<file path="src/azx_pkg.sv">
// Package for the accumulator load, exclusive-OR and trap execution block
package azx_pkg;
	// ****************************************
	// Opcode patterns: upper bytes, whole words and immediate-form fields
	// ****************************************
	localparam logic [7:0] OP_XOR_DM     = 8'h4C;
	localparam logic [7:0] OP_LOAD_HIGH  = 8'h40;
	localparam logic [7:0] OP_LOAD_LOW   = 8'h41;
	localparam logic [7:0] OP_LOAD_ROUND = 8'h7A;
	localparam logic [15:0] OP_TRAP      = 16'hCE1E;
	localparam logic [15:0] OP_CLEAR_ACC = 16'hCA00;
	localparam logic [3:0]  XOR_IMM_HI   = 4'hD;
	localparam logic [7:0]  XOR_IMM_LO   = 8'h06;

	// ****************************************
	// Fixed values
	// ****************************************
	localparam logic [15:0] TRAP_VECTOR  = 16'h001E;
	localparam logic [15:0] ROUND_HALF   = 16'h8000;
	localparam logic [15:0] PC_RESET     = 16'h0000;
	localparam logic [31:0] ACC_RESET    = 32'h0000_0000;
	localparam int          STACK_DEPTH  = 8;
	localparam logic [2:0]  SP_RESET     = 3'h0;

	typedef enum logic [1:0] {
		AZX_IDLE  = 2'b00,
		AZX_IMM   = 2'b01,
		AZX_DONE  = 2'b10
	} azx_state_e;
endpackage

</file>
<file path="src/azx_stack_if.sv">
// Interface carrying push and pop traffic to the return stack
`timescale 1ns/10ps
interface azx_stack_if;
	logic        push;
	logic        pop;
	logic [15:0] wdata;
	logic [15:0] top;
	modport core (output push, output pop, output wdata, input top);
	modport mem  (input push, input pop, input wdata, output top);
endinterface

</file>
<file path="src/azx_core.sv">
// Execution of trap, exclusive-OR and zero-and-load accumulator instructions
`timescale 1ns/10ps
module azx_core (
	input  wire logic        clk,
	input  wire logic        srst,
	input  wire logic        instr_valid,
	input  wire logic [15:0] instr_word,
	input  wire logic [15:0] dmem_rdata,
	input  wire logic        sign_extension_mode,
	output logic             busy,
	output logic [15:0]      pc,
	output logic [31:0]      acc,
	output logic             dmem_rd,
	output logic             dmem_indirect,
	output logic [6:0]       dmem_offset,
	output logic             stack_push,
	output logic [15:0]      stack_top,
	output logic             illegal
);
	// ****************************************
	// State
	// ****************************************
	typedef enum logic [2:0] {
		OP_NONE  = 3'b000,
		OP_XOR   = 3'b001,
		OP_LHIGH = 3'b010,
		OP_LLOW  = 3'b011,
		OP_LRND  = 3'b100
	} azx_op_e;

	typedef struct packed {
		azx_pkg::azx_state_e st;
		azx_op_e             op;
		logic [3:0]          shift;
		logic [15:0]         pc;
		logic [31:0]         acc;
		logic                busy;
		logic                rd;
		logic                ind;
		logic [6:0]          off;
		logic                push;
		logic                ill;
	} azx_core_s;

	azx_core_s s_q;
	azx_core_s s_d;

	azx_stack_if stk ();

	azx_stack u_stack (
		.clk  (clk),
		.srst (srst),
		.st   (stk)
	);

	// ****************************************
	// Decode
	// ****************************************
	// Whole words are matched before byte patterns, so the trap and clear
	// words can never be taken for a memory reference.
	logic    dec_trap;
	logic    dec_clear;
	logic    dec_xor_imm;
	logic    dec_mem;
	azx_op_e dec_op;

	always_comb begin
		dec_trap    = (instr_word == azx_pkg::OP_TRAP);
		dec_clear   = (instr_word == azx_pkg::OP_CLEAR_ACC);
		dec_xor_imm = (instr_word[15:12] == azx_pkg::XOR_IMM_HI) &&
			(instr_word[7:0] == azx_pkg::XOR_IMM_LO);
		dec_mem     = 1'b1;
		case (instr_word[15:8])
			azx_pkg::OP_XOR_DM:     dec_op = OP_XOR;
			azx_pkg::OP_LOAD_HIGH:  dec_op = OP_LHIGH;
			azx_pkg::OP_LOAD_LOW:   dec_op = OP_LLOW;
			azx_pkg::OP_LOAD_ROUND: dec_op = OP_LRND;
			default: begin
				dec_op  = OP_NONE;
				dec_mem = 1'b0;
			end
		endcase
	end

	// ****************************************
	// Accumulator results
	// ****************************************
	// Every candidate is formed each cycle; the state machine only picks one.
	logic [31:0] imm_shifted;
	logic [31:0] res_imm;
	logic [31:0] res_xor;
	logic [31:0] res_high;
	logic [31:0] res_low;
	logic [31:0] res_round;

	always_comb begin
		imm_shifted = {16'h0000, instr_word} << s_q.shift;
		// A 16-bit constant shifted by at most 15 never reaches bit 31
		res_imm     = {s_q.acc[31], s_q.acc[30:0] ^ imm_shifted[30:0]};
		res_xor     = {s_q.acc[31:16], s_q.acc[15:0] ^ dmem_rdata};
		res_high    = {dmem_rdata, 16'h0000};
		res_low     = {16'h0000, dmem_rdata};
		res_round   = {dmem_rdata, azx_pkg::ROUND_HALF};
	end

	// ****************************************
	// Next state
	// ****************************************
	// The memory word is taken at the edge that closes the read strobe's cycle.
	// sign_extension_mode is deliberately ignored by every path here.
	always_comb begin
		s_d     = s_q;
		s_d.rd   = 1'b0;
		s_d.push = 1'b0;
		s_d.ill  = 1'b0;
		case (s_q.st)
			azx_pkg::AZX_IDLE: begin
				if (instr_valid) begin
					s_d.ind = instr_word[7];
					s_d.off = instr_word[6:0];
					s_d.pc  = s_q.pc + 16'h1;
					if (dec_trap) begin
						s_d.push = 1'b1;
						s_d.pc   = azx_pkg::TRAP_VECTOR;
					end else if (dec_clear) begin
						s_d.acc = azx_pkg::ACC_RESET;
					end else if (dec_xor_imm) begin
						s_d.shift = instr_word[11:8];
						s_d.busy  = 1'b1;
						s_d.st    = azx_pkg::AZX_IMM;
					end else if (dec_mem) begin
						s_d.op   = dec_op;
						s_d.rd   = 1'b1;
						s_d.busy = 1'b1;
						s_d.st   = azx_pkg::AZX_DONE;
					end else begin
						// Unknown word: flag it and hold the program counter
						s_d.op  = OP_NONE;
						s_d.ill = 1'b1;
						s_d.pc  = s_q.pc;
					end
				end
			end
			azx_pkg::AZX_IMM: begin
				// Second word; bit 31 is kept, as the shifted constant is 31 bits wide
				if (instr_valid) begin
					s_d.acc      = res_imm;
					s_d.pc       = s_q.pc + 16'h1;
					s_d.busy     = 1'b0;
					s_d.st       = azx_pkg::AZX_IDLE;
				end
			end
			azx_pkg::AZX_DONE: begin
				s_d.busy = 1'b0;
				s_d.st   = azx_pkg::AZX_IDLE;
				case (s_q.op)
					OP_XOR:   s_d.acc = res_xor;
					OP_LHIGH: s_d.acc = res_high;
					OP_LLOW:  s_d.acc = res_low;
					OP_LRND:  s_d.acc = res_round;
					default:  s_d.acc = s_q.acc;
				endcase
			end
			default: s_d.st = azx_pkg::AZX_IDLE;
		endcase
	end

	// ****************************************
	// Registers
	// ****************************************
	// Reset clears every field; the return stack resets itself.
	always_ff @(posedge clk) begin
		if (srst) begin
			s_q.st    <= azx_pkg::AZX_IDLE;
			s_q.op    <= OP_NONE;
			s_q.shift <= 4'h0;
			s_q.pc    <= azx_pkg::PC_RESET;
			s_q.acc   <= azx_pkg::ACC_RESET;
			s_q.busy  <= 1'b0;
			s_q.rd    <= 1'b0;
			s_q.ind   <= 1'b0;
			s_q.off   <= 7'h00;
			s_q.push  <= 1'b0;
			s_q.ill   <= 1'b0;
		end else begin
			s_q <= s_d;
		end
	end

	// ****************************************
	// Return stack
	// ****************************************
	// Nothing pops here; the return path lives outside this block.
	// Push the return address computed before the vector load
	assign stk.push  = s_d.push;
	assign stk.pop   = 1'b0;
	assign stk.wdata = s_q.pc + 16'h1;

	// ****************************************
	// Outputs
	// ****************************************
	// Every output is a register bit, so nothing here can glitch.
	assign busy          = s_q.busy;
	assign pc            = s_q.pc;
	assign acc           = s_q.acc;
	assign dmem_rd       = s_q.rd;
	assign dmem_indirect = s_q.ind;
	assign dmem_offset   = s_q.off;
	assign stack_push    = s_q.push;
	assign stack_top     = stk.top;
	assign illegal       = s_q.ill;
endmodule // azx_core

</file>
<file path="src/azx_stack.sv">
// Hardware return stack with registered top-of-stack output
`timescale 1ns/10ps
module azx_stack (
	input  wire logic clk,
	input  wire logic srst,
	azx_stack_if.mem  st
);
	typedef struct packed {
		logic [azx_pkg::STACK_DEPTH-1:0][15:0] mem;
		logic [2:0]                            sp;
		logic [15:0]                           top;
	} azx_stk_s;

	azx_stk_s s_q;
	azx_stk_s s_d;

	always_comb begin
		logic [2:0] idx;
		idx = 3'h0;
		s_d = s_q;
		if (st.push) begin
			s_d.mem[s_q.sp] = st.wdata;
			s_d.sp          = s_q.sp + 3'h1;
			s_d.top         = st.wdata;
		end else if (st.pop) begin
			idx     = s_q.sp - 3'h1;
			s_d.sp  = idx;
			s_d.top = s_q.mem[idx - 3'h1];
		end
	end

	always_ff @(posedge clk) begin
		if (srst) begin
			s_q.sp  <= azx_pkg::SP_RESET;
			s_q.top <= 16'h0000;
			s_q.mem <= '0;
		end else begin
			s_q <= s_d;
		end
	end

	assign st.top = s_q.top;
endmodule // azx_stack

</file>
<file path="config.mk">
export PLATFORM = sky130hd
export DESIGN_NAME = azx_core
export DESIGN_NICKNAME = d
export VERILOG_FILES = /design/src/azx_pkg.sv /design/src/azx_stack_if.sv /design/src/azx_core.sv /design/src/azx_stack.sv
export SDC_FILE = /design/constraint.sdc
export NUM_CORES = 1
export LEC_CHECK = 0
export ABC_CLOCK_PERIOD_IN_PS = 4110
export BUFFER_PORTS_ARGS = -buffer_cell sky130_fd_sc_hd__buf_2
export CORE_MARGIN = 5
export CORE_UTILIZATION = 30
export CTS_BUF_LIST = sky130_fd_sc_hd__clkbuf_16
export DETAILED_ROUTE_END_ITERATION = 8
export SLEW_MARGIN = 40
export SYNTH_ARGS = -nofsm -noshare
export SYNTH_HDL_FRONTEND = slang
export SYNTH_SLANG_ARGS = --single-unit
</file>
<file path="constraint.sdc">
create_clock -name clk -period 4.11 [get_ports clk]
set_clock_uncertainty 0.1 [all_clocks]
set_input_delay 0.411 -clock clk [delete_from_list [all_inputs] [get_ports clk]]
set_output_delay 0.411 -clock clk [all_outputs]
set_load 0.005 [all_outputs]
</file>
==> run_results.csv <==
group,metric,value,unit
worst_setup_path,crit_start,"s_q[67]$_SDFFE_PP0P_",
logic_synthesis,netlist.area_leader.share,25.3,%
drt,drt_pre_antenna_iters,5,
clocking,postCtsHoldBufs,0,
place,port_buffers,110,
clocking,cts_tree,"built",
logic_synthesis,ys_types,79,
worst_setup_path,timing.rr.end,"acc[28]$_SDFFE_PP0P_",
sta,timing.final.crit_share,74.3,%
logic_synthesis,syn-cell-area,0.00674,sq mm
logic_synthesis,synthFlopType,"dfxtp_1",
drt,first_iter_violations,728,
cells_and_area,fillCellCount,2276,
floorplanning,io_pins,112,
cells_and_area,finalNetCount,881,
clocking,cts_resized,0,
grt,grt_max_degree,54,
status,status,"complete, no violations",
floorplanning,start_util,30.7,%
drt,finalWirelength,23.0,mm
logic_synthesis,syn_area_per_cell,8.09,sq um
worst_setup_path,rr_worst_depth,7,
sta,holdWs,212,ps
logic_synthesis,ys_seq_area_share,25.3,%
drt,vias,6627,
grt,grt_usage,17.2,%
sta,timing.fmax,327,MHz
drt,drc,0,
sta,rsz0062_at_grt,"false",
floorplanning,dieWidth,160,um
worst_setup_path,required,4300,ps
cells_and_area,syn_to_final_growth,8.99,%
flow_run,max_cap_violations,0,
worst_setup_path,crit_path_end_kind,"register",
logic_synthesis,synthTopCellsByArea,"dfxtp_1 (25%), buf_4 (6.1%), mux4_2 (5.3%)",
cells_and_area,drive_gt1_share,21.5,%
pwr,peakVddDrop,0.197,mV
drt,vias_per_cell,5.89,
clocking,post_cts_buffers,0,
logic_synthesis,synth-async-reset-ratio,0,%
worst_setup_path,reg2reg_slack,1060,ps
pwr,p_leak,2.61,nW
sta,finalSetupViolations,0,
pwr,p_per_area,263,mW/mm^2
sta,max-slew-margin-rel,51.5,%
clocking,cts-root-buf,"clkbuf_16",
logic_synthesis,synth_nets,874,
sta,drv_slew,0,
cells_and_area,diodes,0,
clocking,clockBufferDepth,2,
sta,hold_viol,0,
floorplanning,die_h,160,um
worst_setup_path,cp_max_fo,13,
logic_synthesis,synth_edf_count,0,
cells_and_area,fin_util,33.4,%
floorplanning,core_area,0.0220,sq mm
drt,wl_per_cell,20.5,um
grt,grt_antenna_before_repair,0,
clocking,htreeDepth,3,
sta,period_minus_slack,3050,ps
place,gp_congestion,0.886,
logic_synthesis,ys_warn_count,0,
grt,grt_pass1_wl,35.8,mm
place,dp.final_hpwl,16.7,mm
logic_synthesis,synth_seq_cells,85,
floorplanning,dieArea,0.0256,sq mm
sta,finalSetupTns,0,ps
worst_hold_path,hold_class,"input pin to register",
drt,ant_nets,0,
grt,grt_pass1_vias,5877,
worst_setup_path,endpoint,"acc[28]$_SDFFE_PP0P_",
worst_setup_path,cp-start-kind,"register",
grt,grt_overflow_total,0,
logic_synthesis,synthCells,833,
worst_setup_path,worstSetupPathType,"register to register",
sta,worst_pin_slew,727,ps
clocking,cts_buffers,9,
clocking,cts.sinks,85,
worst_setup_path,critPathArrivalTime,3240,ps
clocking,clk_pin_slew_worst_paths,70,ps
logic_synthesis,synth_top_area_cell,"dfxtp_1",
floorplanning,num_rows,54,
clocking,clk_latency,370,ps
worst_setup_path,worstReg2RegStart,"s_q[67]$_SDFFE_PP0P_",
==> per-stage QoR <==
step,total power (W),instances,cell area (sq um),setup slack (ps)
2_1_floorplan,0.00101,833,6740,1480
3_3_place_gp,0.00108,1109,7040,1030
3_5_place_dp,0.00108,1109,7040,969
4_1_cts,0.00194,1125,7340,1110
5_1_grt,0.00200,1125,7340,915
6_report,0.00193,1125,7340,1060
==> registers in the layout, indices dropped and copies added (netlist names) <==
| register | cells |
|---|---|
| pc | 16 |
| illegal | 1 |
| dmem_offset | 7 |
| s_q | 9 |
| stack_push | 1 |
| dmem_rd | 1 |
| acc | 32 |
| busy | 1 |
| u_stack.st.top | 16 |
| dmem_indirect | 1 |
==> power by group <==
| group | internal [W] | leakage [nW] | switching (W) | total, W |
|---|---|---|---|---|
| Clock | 0.000433 | 0.149 | 0.000431 | 0.000865 |
| Sequential | 0.000836 | 0.689 | 0.0000226 | 0.000858 |
| Combinational | 0.0000786 | 1.77 | 0.000132 | 0.000210 |
| Total | 0.00135 | 2.61 | 0.000586 | 0.00193 |
==> logic make-up (layout without fill, tap and decap cells) <==
logic type | after synthesis | after routing | share of synthesized area [%]
flops | 85 | 85 | 25.3
buf+inv | 156 | 168 | 12.2
compound gates | 241 | 241 | 26.7
simple gates | 268 | 268 | 20.6
mux | 53 | 53 | 11.0
fa+ha+maj | 5 | 5 | 0.929
xor+xnor | 25 | 25 | 3.25
==> per-layer routing <==
| metal | vias up | global-route usage (%) | part of all wire, % |
|---|---|---|---|
| met1 | 3178 | 26.2 | 48 |
| met5 | - | 0 | 0 |
| met4 | 0 | 4.30 | 1.7 |
| met3 | 29 | 3.30 | 6.8 |
| met2 | 295 | 24.9 | 44 |
| li1 | 3125 | - | - |
==> layout by cell type, fill, tap and decap left out, drive strengths merged, types with 7 or more instances in the layout <==
cell type  count
nor2b          9
a311oi         7
xnor2         16
a31oi          9
o311ai        12
o21a           7
a21oi         42
nand2b        12
a211oi        18
dfxtp         85
o21ai         24
mux2i         28
xor2           9
o211ai         9
mux2           9
and2          11
nand3         23
nand2         71
a221o          9
nor3          20
and4           7
nand4         12
nor2          52
or3           11
o221ai        16
inv           31
buf          125
mux4          16
clkbuf         9
o32ai          8
==> Yosys cell counts (all sizes together) (6+ instances only) <==
| library cell | number |
|---|---|
| nor2b | 9 |
| nor4 | 6 |
| a311oi | 7 |
| a211oi | 18 |
| nand2b | 12 |
| dfxtp | 85 |
| nand3 | 23 |
| o32ai | 8 |
| mux2 | 9 |
| buf | 75 |
| and2 | 11 |
| mux2i | 28 |
| a221o | 9 |
| o221ai | 16 |
| inv | 27 |
| a21oi | 42 |
| xor2 | 9 |
| nor3 | 20 |
| o21ai | 24 |
| o211ai | 9 |
| xnor2 | 16 |
| nand4 | 12 |
| o22ai | 6 |
| a32o | 6 |
| and3 | 6 |
| nor2 | 52 |
| and4 | 7 |
| or3 | 11 |
| o311ai | 12 |
| o21a | 7 |
| nand2 | 71 |
| a221oi | 6 |
| a31oi | 9 |
| clkbuf | 54 |
| mux4 | 16 |
==> worst min-delay path by stage <==
stage / startpoint / to / slack (ps) / depth (start not counted)
2_1_floorplan: dmem_offset[0]$_SDFFE_PP0P_ / dmem_offset[0]$_SDFFE_PP0P_ / 340 / 2
3_3_place_gp: dmem_offset[4]$_SDFFE_PP0P_ / dmem_offset[4]$_SDFFE_PP0P_ / 340 / 2
3_5_place_dp: dmem_offset[0]$_SDFFE_PP0P_ / dmem_offset[0]$_SDFFE_PP0P_ / 350 / 2
4_1_cts: dmem_rdata[2] / acc[18]$_SDFFE_PP0P_ / 210 / 2
5_1_grt: dmem_rdata[2] / acc[18]$_SDFFE_PP0P_ / 210 / 2
6_report: dmem_rdata[2] / acc[18]$_SDFFE_PP0P_ / 210 / 2
==> worst max-delay path, stage by stage (launching register included) <==
cell      delay [ps]
dfxtp_1          380
inv_1             80
ha_1             350
o21ba_2          310
a311oi_2         660
and3_1           610
nand2_1          270
o21ai_0          210
==> layout make-up <==
class	count	area (sq um)	share of cell area, %
multi-input combinational	592	4220	57.5
sequential	85	1710	23.2
timing repair buffer	125	663	9.03
tap	280	350	4.77
clock buffer	9	225	3.07
inverter	27	101	1.38
clock inverter	7	76.3	1.04
No activity file was read; power rests on OpenSTA's default activity.
